`config.mk`:
```
export PLATFORM = sky130hd
export DESIGN_NAME = asat_monitor
export DESIGN_NICKNAME = d
export VERILOG_FILES = /design/src/design/asat_pkg.sv /design/src/design/asat_monitor.sv
export SDC_FILE = /design/constraint.sdc
export NUM_CORES = 1
export LEC_CHECK = 0
export BUFFER_PORTS_ARGS = -buffer_cell sky130_fd_sc_hd__buf_2
export CAP_MARGIN = 25
export CELL_PAD_IN_SITES_DETAIL_PLACEMENT = 0
export CELL_PAD_IN_SITES_GLOBAL_PLACEMENT = 2
export CORE_ASPECT_RATIO = 0.6
export CORE_UTILIZATION = 40
export CTS_BUF_LIST = sky130_fd_sc_hd__clkbuf_8
export DETAILED_ROUTE_END_ITERATION = 6
export GPL_ROUTABILITY_DRIVEN = 0
export MAX_ROUTING_LAYER = met4
export PLACE_DENSITY_LB_ADDON = 0.25
export SKIP_LAST_GASP = 1
export SYNTH_ARGS = -nofsm -noshare
export SYNTH_HDL_FRONTEND = slang
export SYNTH_SLANG_ARGS = --single-unit
```
`constraint.sdc`:
```
create_clock -name MCLK -period 2.47 [get_ports MCLK]
set_input_delay 0.3705 -clock MCLK [delete_from_list [all_inputs] [get_ports MCLK]]
set_output_delay 0.3705 -clock MCLK [all_outputs]
set_load 0.02 [all_outputs]
```
`src/design/asat_pkg.sv`:
```
package asat_pkg;

  // ****************************************************************
  // command codes of the register port (word registers)
  // ****************************************************************
  localparam logic [7:0] CMD_CHG_EN = 8'h06;    // charging channel enables
  localparam logic [7:0] CMD_BK_EN = 8'h07;     // backup channel enables
  localparam logic [7:0] CMD_CHG_IVL = 8'h08;   // charge_scan_interval
  localparam logic [7:0] CMD_BK_IVL = 8'h09;    // backup_scan_interval
  localparam logic [7:0] CMD_AUX_LO = 8'h0A;    // aux_input_low_threshold
  localparam logic [7:0] CMD_AUX_HI = 8'h0B;    // aux_input_high_threshold
  localparam logic [7:0] CMD_VIN_LO = 8'h0C;    // supply_in_low_threshold
  localparam logic [7:0] CMD_VIN_HI = 8'h0D;    // supply_in_high_threshold
  localparam logic [7:0] CMD_STK_LO = 8'h0E;    // stack_low_threshold
  localparam logic [7:0] CMD_STK_HI = 8'h0F;    // stack_high_threshold
  localparam logic [7:0] CMD_OUT_LO = 8'h10;    // out_rail_low_threshold
  localparam logic [7:0] CMD_OUT_HI = 8'h11;    // out_rail_high_threshold
  localparam logic [7:0] CMD_TMP_LO = 8'h12;    // temp_cold_threshold
  localparam logic [7:0] CMD_TMP_HI = 8'h13;    // temp_hot_threshold
  localparam logic [7:0] CMD_ICHG_LO = 8'h14;   // charge_current_low_threshold
  localparam logic [7:0] CMD_IIN_HI = 8'h15;    // input_current_high_threshold
  localparam logic [7:0] CMD_CELL_LO = 8'h16;   // cell_low_threshold
  localparam logic [7:0] CMD_ALARM = 8'h23;     // alarm flags
  localparam logic [7:0] CMD_ALARM_EN = 8'h24;  // alarm enables
  localparam logic [7:0] CMD_STATUS = 8'h25;    // monitor status

  // ****************************************************************
  // configuration array: one word per code from CMD_CHG_IVL upward
  // ****************************************************************
  localparam int CFG_WORDS = 15;
  localparam int IX_CHG_IVL = 0;
  localparam int IX_BK_IVL = 1;
  localparam int IX_AUX_LO = 2;
  localparam int IX_AUX_HI = 3;
  localparam int IX_VIN_LO = 4;
  localparam int IX_VIN_HI = 5;
  localparam int IX_STK_LO = 6;
  localparam int IX_STK_HI = 7;
  localparam int IX_OUT_LO = 8;
  localparam int IX_OUT_HI = 9;
  localparam int IX_TMP_LO = 10;
  localparam int IX_TMP_HI = 11;
  localparam int IX_ICHG_LO = 12;
  localparam int IX_IIN_HI = 13;
  localparam int IX_CELL_LO = 14;

  // ****************************************************************
  // reset values and field layouts
  // ****************************************************************
  localparam logic [15:0] IVL_RST = 16'h0064;     // 100 ticks
  localparam logic [15:0] CHG_EN_RST = 16'h0FFE;  // all charging channels
  localparam logic [15:0] BK_EN_RST = 16'h0000;   // no backup channels
  localparam logic [15:0] CH_EN_MASK = 16'h0FFE;  // writable bits [11:1]
  localparam logic [15:0] ALARM_MASK = 16'h1FFF;  // implemented alarm bits
  localparam int CELL4_EN_BIT = 11;               // backup_cell4_measure_enable

  // channel numbers, equal to their enable bit positions
  localparam logic [3:0] CH_ICHG = 4'h1;
  localparam logic [3:0] CH_TEMP = 4'h2;
  localparam logic [3:0] CH_AUX = 4'h3;
  localparam logic [3:0] CH_IIN = 4'h4;
  localparam logic [3:0] CH_OUT = 4'h5;
  localparam logic [3:0] CH_STK = 4'h6;
  localparam logic [3:0] CH_VIN = 4'h7;
  localparam logic [3:0] CH_CELL1 = 4'h8;
  localparam logic [3:0] CH_LAST = 4'hB;

  // alarm flag positions
  localparam int A_CELL_LO = 0;
  localparam int A_AUX_LO = 1;
  localparam int A_AUX_HI = 2;
  localparam int A_VIN_LO = 3;
  localparam int A_VIN_HI = 4;
  localparam int A_STK_LO = 5;
  localparam int A_STK_HI = 6;
  localparam int A_OUT_LO = 7;
  localparam int A_OUT_HI = 8;
  localparam int A_TMP_LO = 9;
  localparam int A_TMP_HI = 10;
  localparam int A_ICHG_LO = 11;
  localparam int A_IIN_HI = 12;

  // ****************************************************************
  // timing
  // ****************************************************************
  localparam int CLK_PERIOD_PS = 5000;       // 200 MHz
  localparam int SCAN_TICK_US = 400;         // interval weight
  localparam int SCAN_TICK_CYC = SCAN_TICK_US * 1000000 / CLK_PERIOD_PS;

  // scan sequencer states, one-hot
  typedef enum logic [2:0] {
    ST_PICK = 3'h1,
    ST_CONV = 3'h2,
    ST_WAIT = 3'h4
  } asat_st_t;

endpackage

```
`src/design/asat_monitor.sv`:
```
// Contract
// - backup bit 11 adds cell four to group
// - charging wait is interval times 400us
// - measure enabled channels, wait, repeat forever
// - backup mode uses its own wait interval
// - shunt or test may skip charging wait
// - aux below low threshold raises alarm
// - aux above high threshold raises alarm
// - supply below low threshold raises alarm
// - supply above high threshold raises alarm
// - stack below low threshold raises alarm
// - stack above high threshold raises alarm
// - output rail below low threshold raises alarm
// - output rail above high threshold raises alarm
// - die temperature below cold threshold alarms
// - die temperature above hot threshold alarms
// - charge current below threshold raises alarm
// - input current above threshold raises alarm
// - any cell below threshold raises alarm
// - alarm flags cleared by writing zero only
`timescale 1ns/1ps
`default_nettype none

module asat_monitor
  import asat_pkg::*;
#(
  parameter int unsigned TICK_CYCLES = SCAN_TICK_CYC  // cycles per 400us
) (
  input wire logic MCLK,
  input wire logic RST_N,
  input wire logic [7:0] REG_ADDR,
  input wire logic REG_WR,
  input wire logic [15:0] REG_WDATA,
  input wire logic REG_RD,
  output logic [15:0] REG_RDATA,
  input wire logic BACKUP_MODE,
  input wire logic SCAN_OVERRIDE,
  output logic ADC_REQ,
  output logic [3:0] ADC_CH,
  input wire logic ADC_DONE,
  input wire logic [15:0] ADC_DATA,
  input wire logic SMBALERT_IN,
  output logic SMBALERT_O,
  output logic SMBALERT_OE
);

  // ****************************************************************
  // state
  // ****************************************************************
  typedef struct packed {
    asat_st_t st;                          // sequencer state
    logic [3:0] ch;                        // channel being looked at
    logic [16:0] tick;                     // 400us prescaler
    logic [15:0] ivl;                      // ticks left in the wait
    logic [CFG_WORDS-1:0][15:0] cfg;       // intervals and thresholds
    logic [15:0] chg_en;                   // charging channel enables
    logic [15:0] bk_en;                    // backup channel enables
    logic [15:0] alarm;                    // sticky alarm flags
    logic [15:0] alarm_en;                 // alarm enables
    logic [15:0] rdata;                    // read answer
    logic req;                             // conversion request pulse
    logic alert;                           // alert pin pulled low
    logic [1:0] pin_sync;                  // alert pin synchroniser
  } asat_state_t;

  asat_state_t q_q;   // registered state
  asat_state_t q_d;   // next state

  logic [15:0] ch_en;   // enables of the current mode
  logic [12:0] ev;      // alarm events of this cycle
  logic got;            // a measurement completes now
  logic [16:0] tick_last;  // prescaler end value
  logic [15:0] status;  // monitor status word

  assign tick_last = 17'(TICK_CYCLES - 1);

  // ****************************************************************
  // alarm event detection
  // ****************************************************************
  // events only form when a conversion of the scanned channel finishes
  always_comb begin
    got = (q_q.st == ST_CONV) && ADC_DONE;
    ev = '0;
    if (got) begin
      // channel decode, each event gated by its own enable
      if (q_q.ch == CH_AUX) begin
        ev[A_AUX_LO] = ADC_DATA < q_q.cfg[IX_AUX_LO];
        ev[A_AUX_HI] = ADC_DATA > q_q.cfg[IX_AUX_HI];
      end else if (q_q.ch == CH_VIN) begin
        ev[A_VIN_LO] = ADC_DATA < q_q.cfg[IX_VIN_LO];
        ev[A_VIN_HI] = ADC_DATA > q_q.cfg[IX_VIN_HI];
      end else if (q_q.ch == CH_STK) begin
        ev[A_STK_LO] = ADC_DATA < q_q.cfg[IX_STK_LO];
        ev[A_STK_HI] = ADC_DATA > q_q.cfg[IX_STK_HI];
      end else if (q_q.ch == CH_OUT) begin
        ev[A_OUT_LO] = ADC_DATA < q_q.cfg[IX_OUT_LO];
        ev[A_OUT_HI] = ADC_DATA > q_q.cfg[IX_OUT_HI];
      end else if (q_q.ch == CH_TEMP) begin
        ev[A_TMP_LO] = ADC_DATA < q_q.cfg[IX_TMP_LO];
        ev[A_TMP_HI] = ADC_DATA > q_q.cfg[IX_TMP_HI];
      end else if (q_q.ch == CH_ICHG) begin
        ev[A_ICHG_LO] = ADC_DATA < q_q.cfg[IX_ICHG_LO];
      end else if (q_q.ch == CH_IIN) begin
        ev[A_IIN_HI] = ADC_DATA > q_q.cfg[IX_IIN_HI];
      end else if (q_q.ch >= CH_CELL1) begin
        // every cell shares one threshold and one flag
        ev[A_CELL_LO] = ADC_DATA < q_q.cfg[IX_CELL_LO];
      end
    end
    ev = ev & q_q.alarm_en[12:0];
  end

  // ****************************************************************
  // next state
  // ****************************************************************
  always_comb begin
    q_d = q_q;
    q_d.req = 1'b0;
    // backup group reads its own enables, cell four at bit 11
    ch_en = BACKUP_MODE ? q_q.bk_en : q_q.chg_en;
    status = {13'h0000, q_q.pin_sync[1], q_q.st == ST_WAIT, BACKUP_MODE};

    // alert pin level through two flip-flops
    q_d.pin_sync = {q_q.pin_sync[0], SMBALERT_IN};

    // sequencer
    case (q_q.st)
      ST_PICK: begin
        if (q_q.ch > CH_LAST) begin
          // group done: load the interval of the current mode
          q_d.tick = '0;
          q_d.ch = CH_ICHG;
          if (BACKUP_MODE) begin
            q_d.ivl = q_q.cfg[IX_BK_IVL];
          end else begin
            q_d.ivl = q_q.cfg[IX_CHG_IVL];
          end
          // zero interval, or override in charging mode, restarts at once
          if (q_d.ivl != 16'h0000 &&
              (BACKUP_MODE || !SCAN_OVERRIDE)) begin
            q_d.st = ST_WAIT;
          end
        end else if (ch_en[q_q.ch]) begin
          // enabled channel: ask the converter once
          q_d.req = 1'b1;
          q_d.st = ST_CONV;
        end else begin
          // disabled channel: skip
          q_d.ch = q_q.ch + 4'h1;
        end
      end
      ST_CONV: begin
        // hold until the result arrives
        if (ADC_DONE) begin
          q_d.ch = q_q.ch + 4'h1;
          q_d.st = ST_PICK;
        end
      end
      ST_WAIT: begin
        if (!BACKUP_MODE && SCAN_OVERRIDE) begin
          // shunting or test takes over the schedule
          q_d.st = ST_PICK;
        end else if (q_q.tick == tick_last) begin
          q_d.tick = '0;
          q_d.ivl = q_q.ivl - 16'h0001;
          if (q_q.ivl == 16'h0001) begin
            q_d.st = ST_PICK;
          end
        end else begin
          q_d.tick = q_q.tick + 17'h00001;
        end
      end
      default: begin
        // unreachable code: recover to a fresh group
        q_d.st = ST_PICK;
        q_d.ch = CH_ICHG;
      end
    endcase

    // register writes
    if (REG_WR) begin
      if (REG_ADDR == CMD_CHG_EN) begin
        q_d.chg_en = REG_WDATA & CH_EN_MASK;
      end else if (REG_ADDR == CMD_BK_EN) begin
        q_d.bk_en = REG_WDATA & CH_EN_MASK;
      end else if (REG_ADDR >= CMD_CHG_IVL && REG_ADDR <= CMD_CELL_LO) begin
        q_d.cfg[REG_ADDR - CMD_CHG_IVL] = REG_WDATA;
      end else if (REG_ADDR == CMD_ALARM_EN) begin
        q_d.alarm_en = REG_WDATA & ALARM_MASK;
      end
    end

    // alarm flags: zero bits clear, ones keep, events win
    if (REG_WR && REG_ADDR == CMD_ALARM) begin
      q_d.alarm = q_q.alarm & REG_WDATA;
    end
    q_d.alarm = q_d.alarm | {3'b000, ev};

    // alert pulled low while any flag stands
    q_d.alert = |q_d.alarm;

    // register reads, answered on the next edge
    if (REG_RD) begin
      if (REG_ADDR == CMD_CHG_EN) begin
        q_d.rdata = q_q.chg_en;
      end else if (REG_ADDR == CMD_BK_EN) begin
        q_d.rdata = q_q.bk_en;
      end else if (REG_ADDR >= CMD_CHG_IVL && REG_ADDR <= CMD_CELL_LO) begin
        q_d.rdata = q_q.cfg[REG_ADDR - CMD_CHG_IVL];
      end else if (REG_ADDR == CMD_ALARM) begin
        q_d.rdata = q_q.alarm;
      end else if (REG_ADDR == CMD_ALARM_EN) begin
        q_d.rdata = q_q.alarm_en;
      end else if (REG_ADDR == CMD_STATUS) begin
        q_d.rdata = status;
      end else begin
        // unmapped code reads zero
        q_d.rdata = 16'h0000;
      end
    end
  end

  // ****************************************************************
  // state register
  // ****************************************************************
  always_ff @(posedge MCLK or negedge RST_N) begin
    if (!RST_N) begin
      q_q <= '0;
      q_q.st <= ST_PICK;
      q_q.ch <= CH_ICHG;
      q_q.cfg[IX_CHG_IVL] <= IVL_RST;
      q_q.cfg[IX_BK_IVL] <= IVL_RST;
      q_q.chg_en <= CHG_EN_RST;
      q_q.bk_en <= BK_EN_RST;
    end else begin
      q_q <= q_d;
    end
  end

  // ****************************************************************
  // outputs
  // ****************************************************************
  assign REG_RDATA = q_q.rdata;
  assign ADC_REQ = q_q.req;
  assign ADC_CH = q_q.ch;
  assign SMBALERT_O = 1'b0;
  assign SMBALERT_OE = q_q.alert;
endmodule

`default_nettype wire

```
==> run metrics <==
Num Clock Sinks=351; Seq/Total Area, Yosys=0.4032; worst hold margin=0.06200 ns; Worst EP arrival=3.28 ns; register bit total from synthesis=351; Yosys top cell area share=0.3803; commonest cells after routing, fill and taps aside=buf_4, dfrtp_1, mux2_2, inv_1, ha_1; Worst Setup End Kind=flip-flop; crit-path max cell delay=0.44 ns; Ports=71; Critical Path RT=2.99 ns; Setup Total Neg Slack=-0.2899 ns; first-pass GRT wire length=123300 um; Hold Violations, Final=0; total global routing overflow=0; DRT iter0 DRCs=1733; final wirelength=83980 um; row cnt=65; RSZ-0062 raised after global routing=true; Leak Pwr=12.97 nW; area delta synth->final=27.14%; ys async rst share=1.000; Post-Synthesis Cells=1962; fin crit share=1.117; residual DRC count=1; # port buffers=69; Critical path origin=q_q[306]; worst min path class=in -> reg; Final setup viols=1; Worst Tran Pin Value=0.7948 ns; hpwl dp=66000 um; Layout Utilization=0.5214; pin count of the biggest net entering global routing=63; syn nets=2220; status=finished with violations; Antenna Violating Nets Remaining=0; root buf cell=clkbuf_8; crit path cell chain=inv_1, ha_1, nand4_1, buf_6, nor4_2, buf_4, nor4_1, nand2_1, o21ai_1, nor3_1, nand3_1, or4_1; Synth Warn #=0; nets=2639; max_cap viols=0; DIE HEIGHT=183.0 um; Max Buffers Root-to-Sink=3; Clock Skew=0.02241 ns; reg2reg setup slack=-0.29 ns; H-tree depth=2; initial antenna violation count=0; clock-pin transition on the worst setup and hold timing paths=0.06 ns; Core ar.=53270 um^2; min-delay src=REG_WDATA[15]; CTS tree=yes; reg2reg start=q_q[306]; EDFF count, synth=0; Achievable Freq=0.3623 GHz; type of origin of the critical path=flip-flop; Slowest-stage cell, CP=or4_1; fraction of layout cells with a size suffix above 1=0.4119; placed cell area=26180 um^2; number of global-route vias before repair=18170; WP buf/inv=3; Synth Cell Area=21840 um^2; Routed WL per cell=26.80 um; Max-slew headroom=0.4657; Final Total Pwr=14.59 mW; met2 Use GR=0.4027; vias after detailed routing=17950; worst-skew pair later-pin latency=0.67 ns; largest area contributor in the netlist=dfrtp_1; CP Max Fanout=3; WS Path Type=reg -> reg; delay-heaviest family, CP=simple AND/OR/NAND/NOR gates; syn_area_per_cell=11.13 um^2; worst vdd ir=0.4168 mV; slack of the critical path=-0.2899 ns; Starting Density=0.4101; met3 Use GR=0.1205; grt peak-use layer=met1; failing checks=design-rule violations, negative setup slack; CTS Buf Count=58; Top FF cell, synth=dfrtp_1; final instance area=27770 um^2; Slew Viols, Final=0; via density per instance=5.726; Die X=303.7 um; GRT Total Usage=0.3156; commonest non-fill, non-tap cell in the layout=buf_4; top post-synthesis cells by area=dfrtp_1, mux2_2, ha_1; Filler Cell Count=4715; DR pass1 iterations=7; Tmin final=2.760 ns; PwrDens=525.4 nW/um^2; die area=55580 um^2; count of different cell masters after synthesis=71; met1 Usage GRT=0.4598
## cells in the mapped netlist (19+ instances only)
library cell  instances
ha_1                210
inv_1               217
dfrtp_1             332
nor2_1               77
nand2b_1             20
o22ai_1              24
mux4_2               69
o21ai_0              64
a21o_1               24
clkbuf_1             51
mux2_2              276
nand2_1             103
mux2i_1              35
dfstp_2              19
buf_1                23
nand4_1              38
buf_4                25
a21oi_1              76
nand3_1              33
## through the flow
| stage | worst slack [ns] | instances |
|---|---|---|
| after floorplan | -0.1876 | 1962 |
| after global placement | -1.232 | 3013 |
| after detailed placement | -1.283 | 3014 |
| after CTS | -0.1522 | 3131 |
| after global routing | -0.4045 | 3133 |
| final | -0.2899 | 3134 |
## what timing repair did
action,4_1_cts,5_1_grt
hold buffers,3,0
setup buffers,8,2
hold endpoints to repair,46,0
setup endpoints to repair,4,23
gates resized for setup,48,10
pin swaps,23,6
## final cells by class
class	count	area (um^2)	share of cell area
Multi-Input combinational cell	1277	12100	0.4356
Sequential cell	351	8807	0.3171
Timing Repair Buffer	476	3876	0.1396
Clock buffer	75	1032	0.03717
Tap cell	703	879.6	0.03167
Inverter	217	817.0	0.02942
Clock inverter	34	260.3	0.009370
Antenna cell	1	2.502	0.00009010
## where the power goes
| part | switching (mW) | internal [mW] | total (mW) |
|---|---|---|---|
| Sequential | 0.150 | 5.94 | 6.09 |
| Combinational | 1.60 | 1.08 | 2.67 |
| Clock | 2.68 | 3.15 | 5.83 |
| Total | 4.43 | 10.2 | 14.6 |
## worst register-to-register path: cells and delay by family, from the launching register on
kind	cells	cell delay [ns]
flops	1	0.36
buf+inv	3	0.49
fa+ha+maj	1	0.30
simple gates	7	1.37
compound gates	1	0.09
## path summary, 6_finish.rpt
path / to / cells past startpoint
hold / removal: q_q[51] / 2
min in group asynchronous: q_q[258] / 2
hold reg to reg: q_q[1] / 0
setup reg to reg: SMBALERT_OE / 12
max in group asynchronous: q_q[334] / 3
setup / recovery: SMBALERT_OE / 12
## cell families after synthesis
logic type                 after synthesis  synth area share
DFF                                    351            0.4032
adders and majority gates              210            0.1203
other                                    1         0.0001717
buffers and inverters                  334           0.06300
AOI/OAI and AO/OA                      312           0.09422
and+or+nand+nor                        362           0.08488
muxes                                  380            0.2295
xor gates and xnor gates                12          0.004812
## registers in the layout (all words and copies together), names as in the netlist
signal / count
REG_RDATA: 16
q_d: 1
q_q: 328
SMBALERT_OE: 1
ADC_CH: 4
ADC_REQ: 1
## metal layers
| layer | part of all wire | vias up |
|---|---|---|
| li1 | - | 7994 |
| met1 | 0.48 | 9142 |
| met2 | 0.38 | 686 |
| met3 | 0.12 | 123 |
| met4 | 0.023 | 0 |
| met5 | 0 | - |
Power figures use the tool's default switching activity.
